## config.mk

```make
export PLATFORM = sky130hd
export DESIGN_NAME = pss_sequencer
export DESIGN_NICKNAME = d
export VERILOG_FILES = /design/src/core/pss_sequencer.v
export VERILOG_INCLUDE_DIRS = /design/src /design/src/pkg
export SDC_FILE = /design/constraint.sdc
export NUM_CORES = 1
export LEC_CHECK = 0
export BUFFER_PORTS_ARGS = -buffer_cell sky130_fd_sc_hd__buf_2
export CAP_MARGIN = 20
export CORE_MARGIN = 2
export CORE_UTILIZATION = 50
export CTS_CLUSTER_DIAMETER = 120
export DETAILED_ROUTE_END_ITERATION = 8
export GPL_TIMING_DRIVEN = 1
export PLACE_DENSITY = 0.78
export SYNTH_ARGS = -nofsm -noshare
export SYNTH_HDL_FRONTEND = slang
export SYNTH_SLANG_ARGS = --single-unit
```

## constraint.sdc

```tcl
create_clock -name clock -period 3 [get_ports clock]
set_clock_uncertainty 0.05 [all_clocks]
set_input_delay 0 -clock clock [delete_from_list [all_inputs] [get_ports clock]]
set_output_delay 0 -clock clock [all_outputs]
set_load 0.02 [all_outputs]
```

## src/pkg/pss_consts.vh

```
// Constants for the power sequencer and supervisor block.
`ifndef PSS_CONSTS_VH
`define PSS_CONSTS_VH

// ****************************************
// Timing
// ****************************************
`define PSS_CLK_NS 50
`define PSS_TICK_NS 1000000
`define PSS_T_RST_MS 200
`define PSS_WATCHDOG_TIMEOUT_MS 1600
`define PSS_T_BLANK_MS 400
`define PSS_T_OFFWAIT_MS 400
`define PSS_T_LOCKOUT_MS 400
`define PSS_TICK_MS 1
`define PSS_TMR_W 11

// ****************************************
// Register map
// ****************************************
`define PSS_ADDR_W 12
`define PSS_OFF_STATUS 12'h000
`define PSS_OFF_CTRL 12'h004
`define PSS_CTRL_WDALLOW 0
`define PSS_CTRL_RESET 32'h00000001

// ****************************************
// Sequencer states
// ****************************************
`define PSS_SEQ_IDLE 3'h0
`define PSS_SEQ_BLANK 3'h1
`define PSS_SEQ_ON 3'h2
`define PSS_SEQ_OFFWAIT 3'h3
`define PSS_SEQ_LOCKOUT 3'h4

// ****************************************
// Supervisor states
// ****************************************
`define PSS_SV_HOLD 2'h0
`define PSS_SV_DELAY 2'h1
`define PSS_SV_RUN 2'h2

// ****************************************
// Synchroniser bit positions
// ****************************************
`define PSS_SYN_W 7
`define PSS_SYN_PFS 0
`define PSS_SYN_VM 1
`define PSS_SYN_WDE 2
`define PSS_SYN_WDDRV 3
`define PSS_SYN_KILL 4
`define PSS_SYN_MA 5
`define PSS_SYN_MB 6

`endif

```

## src/core/pss_sequencer.v

```verilog
// Power sequencer and supervisor with an APB register slave.
//
// Decided for this implementation: the placing of the registers and register access over APB.
`timescale 1ns/100ps
`include "pss_consts.vh"

// Operation
// - Power-fail flag follows power-fail comparator.
// - Reset held low while monitor level low.
// - Reset released 200ms after level rises.
// - Watchdog runs only when its input driven.
// - Any watchdog input edge restarts watchdog.
// - Expiry after 1.6s without watchdog edge.
// - Expiry pulses reset 200ms, repeats each 1.6s.
// - Watchdog disabled when both diodes disabled.
// - On/off toggled by pushbutton or mode command.
// - Power-on releases enable, blanks kill 400ms.
// - Kill low at blanking end forces shutdown.
// - Power-off starts 400ms off-wait timer.
// - Watchdog edges restart the off-wait timer.
// - Kill low ends off-wait at once.
// - Off-wait end drives enable low.
// - 400ms lockout holds enable low.
// - Lockout end returns to reset state.
// - Kill low in normal operation drops enable.
module pss_sequencer #(
  parameter TICK_CYCLES = `PSS_TICK_NS / `PSS_CLK_NS
) (
  // Clock and control
  input wire clock,
  input wire rst_n,
  input wire clkEn,
  // APB slave
  input wire psel,
  input wire penable,
  input wire pwrite,
  input wire [`PSS_ADDR_W-1:0] paddr,
  input wire [31:0] pwdata,
  output reg [31:0] prdata,
  output reg pready,
  output reg pslverr,
  // Comparator and processor inputs
  input wire powerFailSenseIn,
  input wire voltageMonitorIn,
  input wire watchdogEdgeIn,
  input wire watchdogDrivenIn,
  input wire kill_n,
  input wire pushbuttonEvent,
  input wire modeSelectA,
  input wire modeSelectB,
  input wire diodesOffIn,
  // Open-drain outputs
  output reg powerFailFlag_nOut,
  output reg powerFailFlag_nOe,
  output reg supervisorReset_nOut,
  output reg supervisorReset_nOe,
  output reg converterEnableOut,
  output reg converterEnableOe,
  // Internal on/off state
  output reg onOff_q
);

  // ****************************************
  // Derived interval lengths in ticks
  // ****************************************
  localparam [`PSS_TMR_W-1:0] RST_TICKS = `PSS_T_RST_MS / `PSS_TICK_MS;
  localparam [`PSS_TMR_W-1:0] WDE_TICKS = `PSS_WATCHDOG_TIMEOUT_MS / `PSS_TICK_MS;
  localparam [`PSS_TMR_W-1:0] BLANK_TICKS = `PSS_T_BLANK_MS / `PSS_TICK_MS;
  localparam [`PSS_TMR_W-1:0] OFFWAIT_TICKS = `PSS_T_OFFWAIT_MS / `PSS_TICK_MS;
  localparam [`PSS_TMR_W-1:0] LOCKOUT_TICKS = `PSS_T_LOCKOUT_MS / `PSS_TICK_MS;
  localparam [31:0] TICK_LAST = TICK_CYCLES - 1;

  // ****************************************
  // Synchronisers
  // ****************************************
  // Only the second and third stages are looked at, so metastability cannot reach logic.
  reg [`PSS_SYN_W-1:0] syncA_q;
  reg [`PSS_SYN_W-1:0] syncB_q;
  reg [`PSS_SYN_W-1:0] syncC_q;
  wire [`PSS_SYN_W-1:0] rawIn;
  assign rawIn = {modeSelectB, modeSelectA, kill_n, watchdogDrivenIn,
                  watchdogEdgeIn, voltageMonitorIn, powerFailSenseIn};

  always @(posedge clock) begin
    if (!rst_n) begin
      syncA_q <= {`PSS_SYN_W{1'b0}};
      syncB_q <= {`PSS_SYN_W{1'b0}};
      syncC_q <= {`PSS_SYN_W{1'b0}};
    end else if (clkEn) begin
      syncA_q <= rawIn;
      syncB_q <= syncA_q;
      syncC_q <= syncB_q;
    end
  end

  wire vmHigh = syncB_q[`PSS_SYN_VM];
  wire killLow = !syncB_q[`PSS_SYN_KILL];
  wire wdeEdge = syncB_q[`PSS_SYN_WDE] ^ syncC_q[`PSS_SYN_WDE];
  wire maRise = syncB_q[`PSS_SYN_MA] & !syncC_q[`PSS_SYN_MA];
  wire mbRise = syncB_q[`PSS_SYN_MB] & !syncC_q[`PSS_SYN_MB];
  wire mbFall = !syncB_q[`PSS_SYN_MB] & syncC_q[`PSS_SYN_MB];

  // ****************************************
  // Common prescaler
  // ****************************************
  reg [31:0] prescale_q;
  reg tick_q;

  always @(posedge clock) begin
    if (!rst_n) begin
      prescale_q <= 32'h00000000;
      tick_q <= 1'b0;
    end else if (clkEn) begin
      tick_q <= (prescale_q == TICK_LAST);
      if (prescale_q == TICK_LAST) begin
        prescale_q <= 32'h00000000;
      end else begin
        prescale_q <= prescale_q + 32'h00000001;
      end
    end
  end

  // ****************************************
  // Control register
  // ****************************************
  reg [31:0] ctrl_q;
  wire wdAllow = ctrl_q[`PSS_CTRL_WDALLOW];
  wire wdActive = syncB_q[`PSS_SYN_WDDRV] & !diodesOffIn & wdAllow;

  // ****************************************
  // Supervisor
  // ****************************************
  reg [1:0] svState_q;
  reg [`PSS_TMR_W-1:0] svTmr_q;

  always @(posedge clock) begin
    if (!rst_n) begin
      svState_q <= `PSS_SV_HOLD;
      svTmr_q <= {`PSS_TMR_W{1'b0}};
    end else if (clkEn) begin
      if (!vmHigh) begin
        svState_q <= `PSS_SV_HOLD;
        svTmr_q <= {`PSS_TMR_W{1'b0}};
      end else begin
        case (svState_q)
          `PSS_SV_HOLD: begin
            svState_q <= `PSS_SV_DELAY;
            svTmr_q <= {`PSS_TMR_W{1'b0}};
          end
          `PSS_SV_DELAY: begin
            if (tick_q && svTmr_q == RST_TICKS - 1'b1) begin
              svState_q <= `PSS_SV_RUN;
              svTmr_q <= {`PSS_TMR_W{1'b0}};
            end else if (tick_q) begin
              svTmr_q <= svTmr_q + 1'b1;
            end
          end
          `PSS_SV_RUN: begin
            if (!wdActive || wdeEdge) begin
              svTmr_q <= {`PSS_TMR_W{1'b0}};
            end else if (tick_q && svTmr_q == WDE_TICKS - 1'b1) begin
              svState_q <= `PSS_SV_DELAY;
              svTmr_q <= {`PSS_TMR_W{1'b0}};
            end else if (tick_q) begin
              svTmr_q <= svTmr_q + 1'b1;
            end
          end
          default: begin
            svState_q <= `PSS_SV_HOLD;
            svTmr_q <= {`PSS_TMR_W{1'b0}};
          end
        endcase
      end
    end
  end

  // ****************************************
  // Power sequencer
  // ****************************************
  reg [2:0] seqState_q;
  reg [`PSS_TMR_W-1:0] seqTmr_q;
  wire onCmd = pushbuttonEvent | mbRise;
  wire offCmd = pushbuttonEvent | maRise | mbFall;

  always @(posedge clock) begin
    if (!rst_n) begin
      seqState_q <= `PSS_SEQ_IDLE;
      seqTmr_q <= {`PSS_TMR_W{1'b0}};
      onOff_q <= 1'b0;
    end else if (clkEn) begin
      case (seqState_q)
        `PSS_SEQ_IDLE: begin
          seqTmr_q <= {`PSS_TMR_W{1'b0}};
          if (onCmd) begin
            onOff_q <= 1'b1;
            seqState_q <= `PSS_SEQ_BLANK;
          end
        end
        `PSS_SEQ_BLANK: begin
          if (tick_q && seqTmr_q == BLANK_TICKS - 1'b1) begin
            seqTmr_q <= {`PSS_TMR_W{1'b0}};
            if (killLow) begin
              onOff_q <= 1'b0;
              seqState_q <= `PSS_SEQ_LOCKOUT;
            end else begin
              seqState_q <= `PSS_SEQ_ON;
            end
          end else if (tick_q) begin
            seqTmr_q <= seqTmr_q + 1'b1;
          end
        end
        `PSS_SEQ_ON: begin
          seqTmr_q <= {`PSS_TMR_W{1'b0}};
          if (killLow) begin
            onOff_q <= 1'b0;
            seqState_q <= `PSS_SEQ_LOCKOUT;
          end else if (offCmd) begin
            onOff_q <= 1'b0;
            seqState_q <= `PSS_SEQ_OFFWAIT;
          end
        end
        `PSS_SEQ_OFFWAIT: begin
          if (killLow || (tick_q && seqTmr_q == OFFWAIT_TICKS - 1'b1)) begin
            seqTmr_q <= {`PSS_TMR_W{1'b0}};
            seqState_q <= `PSS_SEQ_LOCKOUT;
          end else if (wdeEdge) begin
            seqTmr_q <= {`PSS_TMR_W{1'b0}};
          end else if (tick_q) begin
            seqTmr_q <= seqTmr_q + 1'b1;
          end
        end
        `PSS_SEQ_LOCKOUT: begin
          if (tick_q && seqTmr_q == LOCKOUT_TICKS - 1'b1) begin
            seqTmr_q <= {`PSS_TMR_W{1'b0}};
            seqState_q <= `PSS_SEQ_IDLE;
          end else if (tick_q) begin
            seqTmr_q <= seqTmr_q + 1'b1;
          end
        end
        default: begin
          seqState_q <= `PSS_SEQ_IDLE;
          seqTmr_q <= {`PSS_TMR_W{1'b0}};
          onOff_q <= 1'b0;
        end
      endcase
    end
  end

  // ****************************************
  // Open-drain outputs
  // ****************************************
  // Enable is released only in blanking, normal operation and off-wait.
  wire enRelease = (seqState_q == `PSS_SEQ_BLANK) || (seqState_q == `PSS_SEQ_ON) ||
                   (seqState_q == `PSS_SEQ_OFFWAIT);

  always @(posedge clock) begin
    if (!rst_n) begin
      powerFailFlag_nOut <= 1'b0;
      powerFailFlag_nOe <= 1'b1;
      supervisorReset_nOut <= 1'b0;
      supervisorReset_nOe <= 1'b1;
      converterEnableOut <= 1'b0;
      converterEnableOe <= 1'b1;
    end else if (clkEn) begin
      powerFailFlag_nOe <= !syncB_q[`PSS_SYN_PFS];
      supervisorReset_nOe <= (svState_q != `PSS_SV_RUN);
      converterEnableOe <= !enRelease;
    end
  end

  // ****************************************
  // APB slave
  // ****************************************
  // One wait state: data is latched first, the write lands on the final edge.
  wire access = psel & penable;
  wire hitStatus = (paddr == `PSS_OFF_STATUS);
  wire hitCtrl = (paddr == `PSS_OFF_CTRL);
  wire [31:0] statusWord = {23'h000000, onOff_q, !converterEnableOe,
                            !supervisorReset_nOe, !powerFailFlag_nOe,
                            seqState_q, svState_q};

  always @(posedge clock) begin
    if (!rst_n) begin
      prdata <= 32'h00000000;
      pready <= 1'b0;
      pslverr <= 1'b0;
      ctrl_q <= `PSS_CTRL_RESET;
    end else if (clkEn) begin
      if (access && !pready) begin
        pready <= 1'b1;
        pslverr <= !(hitStatus || hitCtrl);
        if (pwrite) begin
          prdata <= 32'h00000000;
        end else if (hitStatus) begin
          prdata <= statusWord;
        end else if (hitCtrl) begin
          prdata <= ctrl_q;
        end else begin
          prdata <= 32'h00000000;
        end
      end else begin
        pready <= 1'b0;
        pslverr <= 1'b0;
        if (access && pwrite && hitCtrl) begin
          ctrl_q <= {31'h00000000, pwdata[`PSS_CTRL_WDALLOW]};
        end
      end
    end
  end

endmodule // pss_sequencer

```

==> reports/qor.yml <==
post-route-util_pct: 56.36
yosysUniqueCellTypes: 63
ys_seq_area_share_pct: 39.94
cts.sinks: 93
clkTransAtPathRegs_ns: 0.09
synthCells: 547
p_sw_share_pct: 26.30
ir_drop_mv: 0.2708
first_pass_iters: 5
die-height_um: 100.6
ys_ff_latch: 93
power_frac_comb_pct: 8.4
post_drt_wl_per_cell_um: 13.74
start_util_pct: 50.94
yosys_warnings: 0
rrSetupSlack_ns: 0.40
crit_fanout: 17
status: "finished, final reports clean"
grt_max_degree: 32
wirelength_mm: 9.713
ant_nets: 0
postCtsSetupBuffers: 0
antenna_found_initial: 0
core_area_um2: 9153
grt_overflow: 0
hold_class: "primary input to flop"
drc: 0
multi_input_area_um2: 2511
die_x_um: 100.6
critPathKind: "flop to flop"
n_fill_cell: 822
holdWs_ns: 0.04274
numPortBuffers: 42
switchingPower_w: 0.0006114
hold_buffers: 12
place_area_um2: 4842
max-slew-margin-rel_pct: 55.83
most-common-layout-cells: "93 x dfxtp_1, 71 x nor2_1, 46 x nand2_1"
grt_pass1_vias: 3736
worst_pin_slew_ns: 0.6606
drive_gt1_share_pct: 12.08
synthToLayoutAreaGrowth_pct: 10.65
grt_pass1_wl_mm: 16.72
setup_viol: 0
cp.arrival_ns: 2.80
avgSynthCellArea_um2: 8.523
p_per_area_nw_per_um2: 450.6
period_share_pct: 86.73
critPathLaunchType: "flop"
diodes: 0
cts.repair.resized: 0
final_nets: 657
mostFrequentLayoutCell: "dfxtp_1"
synth_ff_type: "dfxtp_1"
max_freq_mhz: 384.3
pwr-share-clk_pct: 36.9
hold_viol_final: 0
std_cell_rows: 35
tns_ns: 0
async_flop_share_pct: 0
vias: 4034
viasPerCell: 5.706
syn_area_um2: 4662
ios: 100
place.gp.congestion: 0.8441
power.internal_w: 0.001713
regArea_um2: 1862
power_leakage_nw: 1.888
cts_tree: "yes"
clockBufferDepth: 2
track_usage_pct: 20.05
crit_path_end_kind: "flop"
min_period_ns: 2.602
insertion_delay_ns: 0.36
hpwl_mm: 6.480
htree_levels: 3
cts-buffers-inserted: 9
rsz0062_at_grt: "no"
design_area_um2: 5159
slew_viol_final: 0
drtIter0Drc: 256
p_seq_share_pct: 54.7
synth_edf_count: 0
cts_root_buffer: "clkbuf_8"
worst-endpoint-required_ns: 3.20
cap_violations: 0
die-area_um2: 10110
-- cells in the mapped netlist, drive strengths merged, types with 10 or more instances --
cell | instances | area (um2)
nand4 | 15 | 100.1
dfxtp | 93 | 1862
nand3 | 20 | 100.1
nor3 | 20 | 105.1
xnor2 | 27 | 236.5
buf | 37 | 259.0
nand2 | 46 | 172.7
o21ai | 10 | 50.05
nor4 | 22 | 143.9
clkbuf | 15 | 56.30
mux2i | 20 | 200.2
inv | 18 | 67.56
nor2 | 71 | 266.5
-- sequential cells by signal (all words and copies together), names as in the netlist, 2 cells and up --
name        cells
syncA_q         7
svTmr_q        11
prdata          9
seqState_q      3
syncB_q         7
prescale_q     32
svState_q       2
seqTmr_q       11
syncC_q         3
-- layout make-up --
class	count	share of cell area (%)
Multi-Input combinational cell	409	48.68
Clock buffer	9	2.401
Tap cell	111	2.692
Clock inverter	6	1.407
Inverter	18	1.310
Timing Repair Buffer	61	7.422
Sequential cell	93	36.09
-- worst max-delay path, stage by stage, from the launching register on --
cell     delay (ns)
dfxtp_1        0.40
ha_1           0.24
or4b_1         0.45
o41a_1         0.46
a31oi_4        0.45
nor2_1         0.15
a32o_1         0.29
-- kinds of logic after synthesis --
group	count (synthesis)	synth area share (%)
xor+xnor	34	6.388
flops	93	39.94
simple gates	245	26.97
compound gates	76	12.05
buf+inv	70	8.212
mux	21	4.536
other cells	1	0.08044
fa+ha+maj	7	1.825
-- per-stage QoR --
stage               total power, W  worst slack, ns  instances
CTS                       0.002341           0.4274        707
finish                    0.002324           0.3981        707
global route              0.002408           0.3031        707
floorplan                 0.001457           0.8125        572
detailed placement        0.001482           0.4661        680
global placement          0.001476           0.5254        680
-- per-layer routing --
layer  routed length [um]  track usage [%]  vias up
met2                 4735            35.26      143
li1                     -                -     1988
met3                  527            3.745       11
met4                  116            6.639        0
met5                    0                0        -
met1                 4334            24.69     1892
-- power groups by stage --
stage	sequential [W]	combinational [W]	clock (W)
after floorplan	0.00130	0.000160	0
after global placement	0.00130	0.000178	0
after detailed placement	0.00130	0.000182	0
after CTS	0.00127	0.000194	0.000875
after global routing	0.00128	0.000217	0.000916
final	0.00127	0.000195	0.000858
-- final timing paths --
check	from	endpoint	cells after the start
worst min register to register	syncC_q[5]	syncC_q[5]	2
worst min-delay path	pwrite	prdata[0]	4
worst max-delay path	svTmr_q[0]	svTmr_q[1]	6
worst max register to register	svTmr_q[0]	svTmr_q[1]	6
No activity file was read; power rests on OpenSTA's default activity.
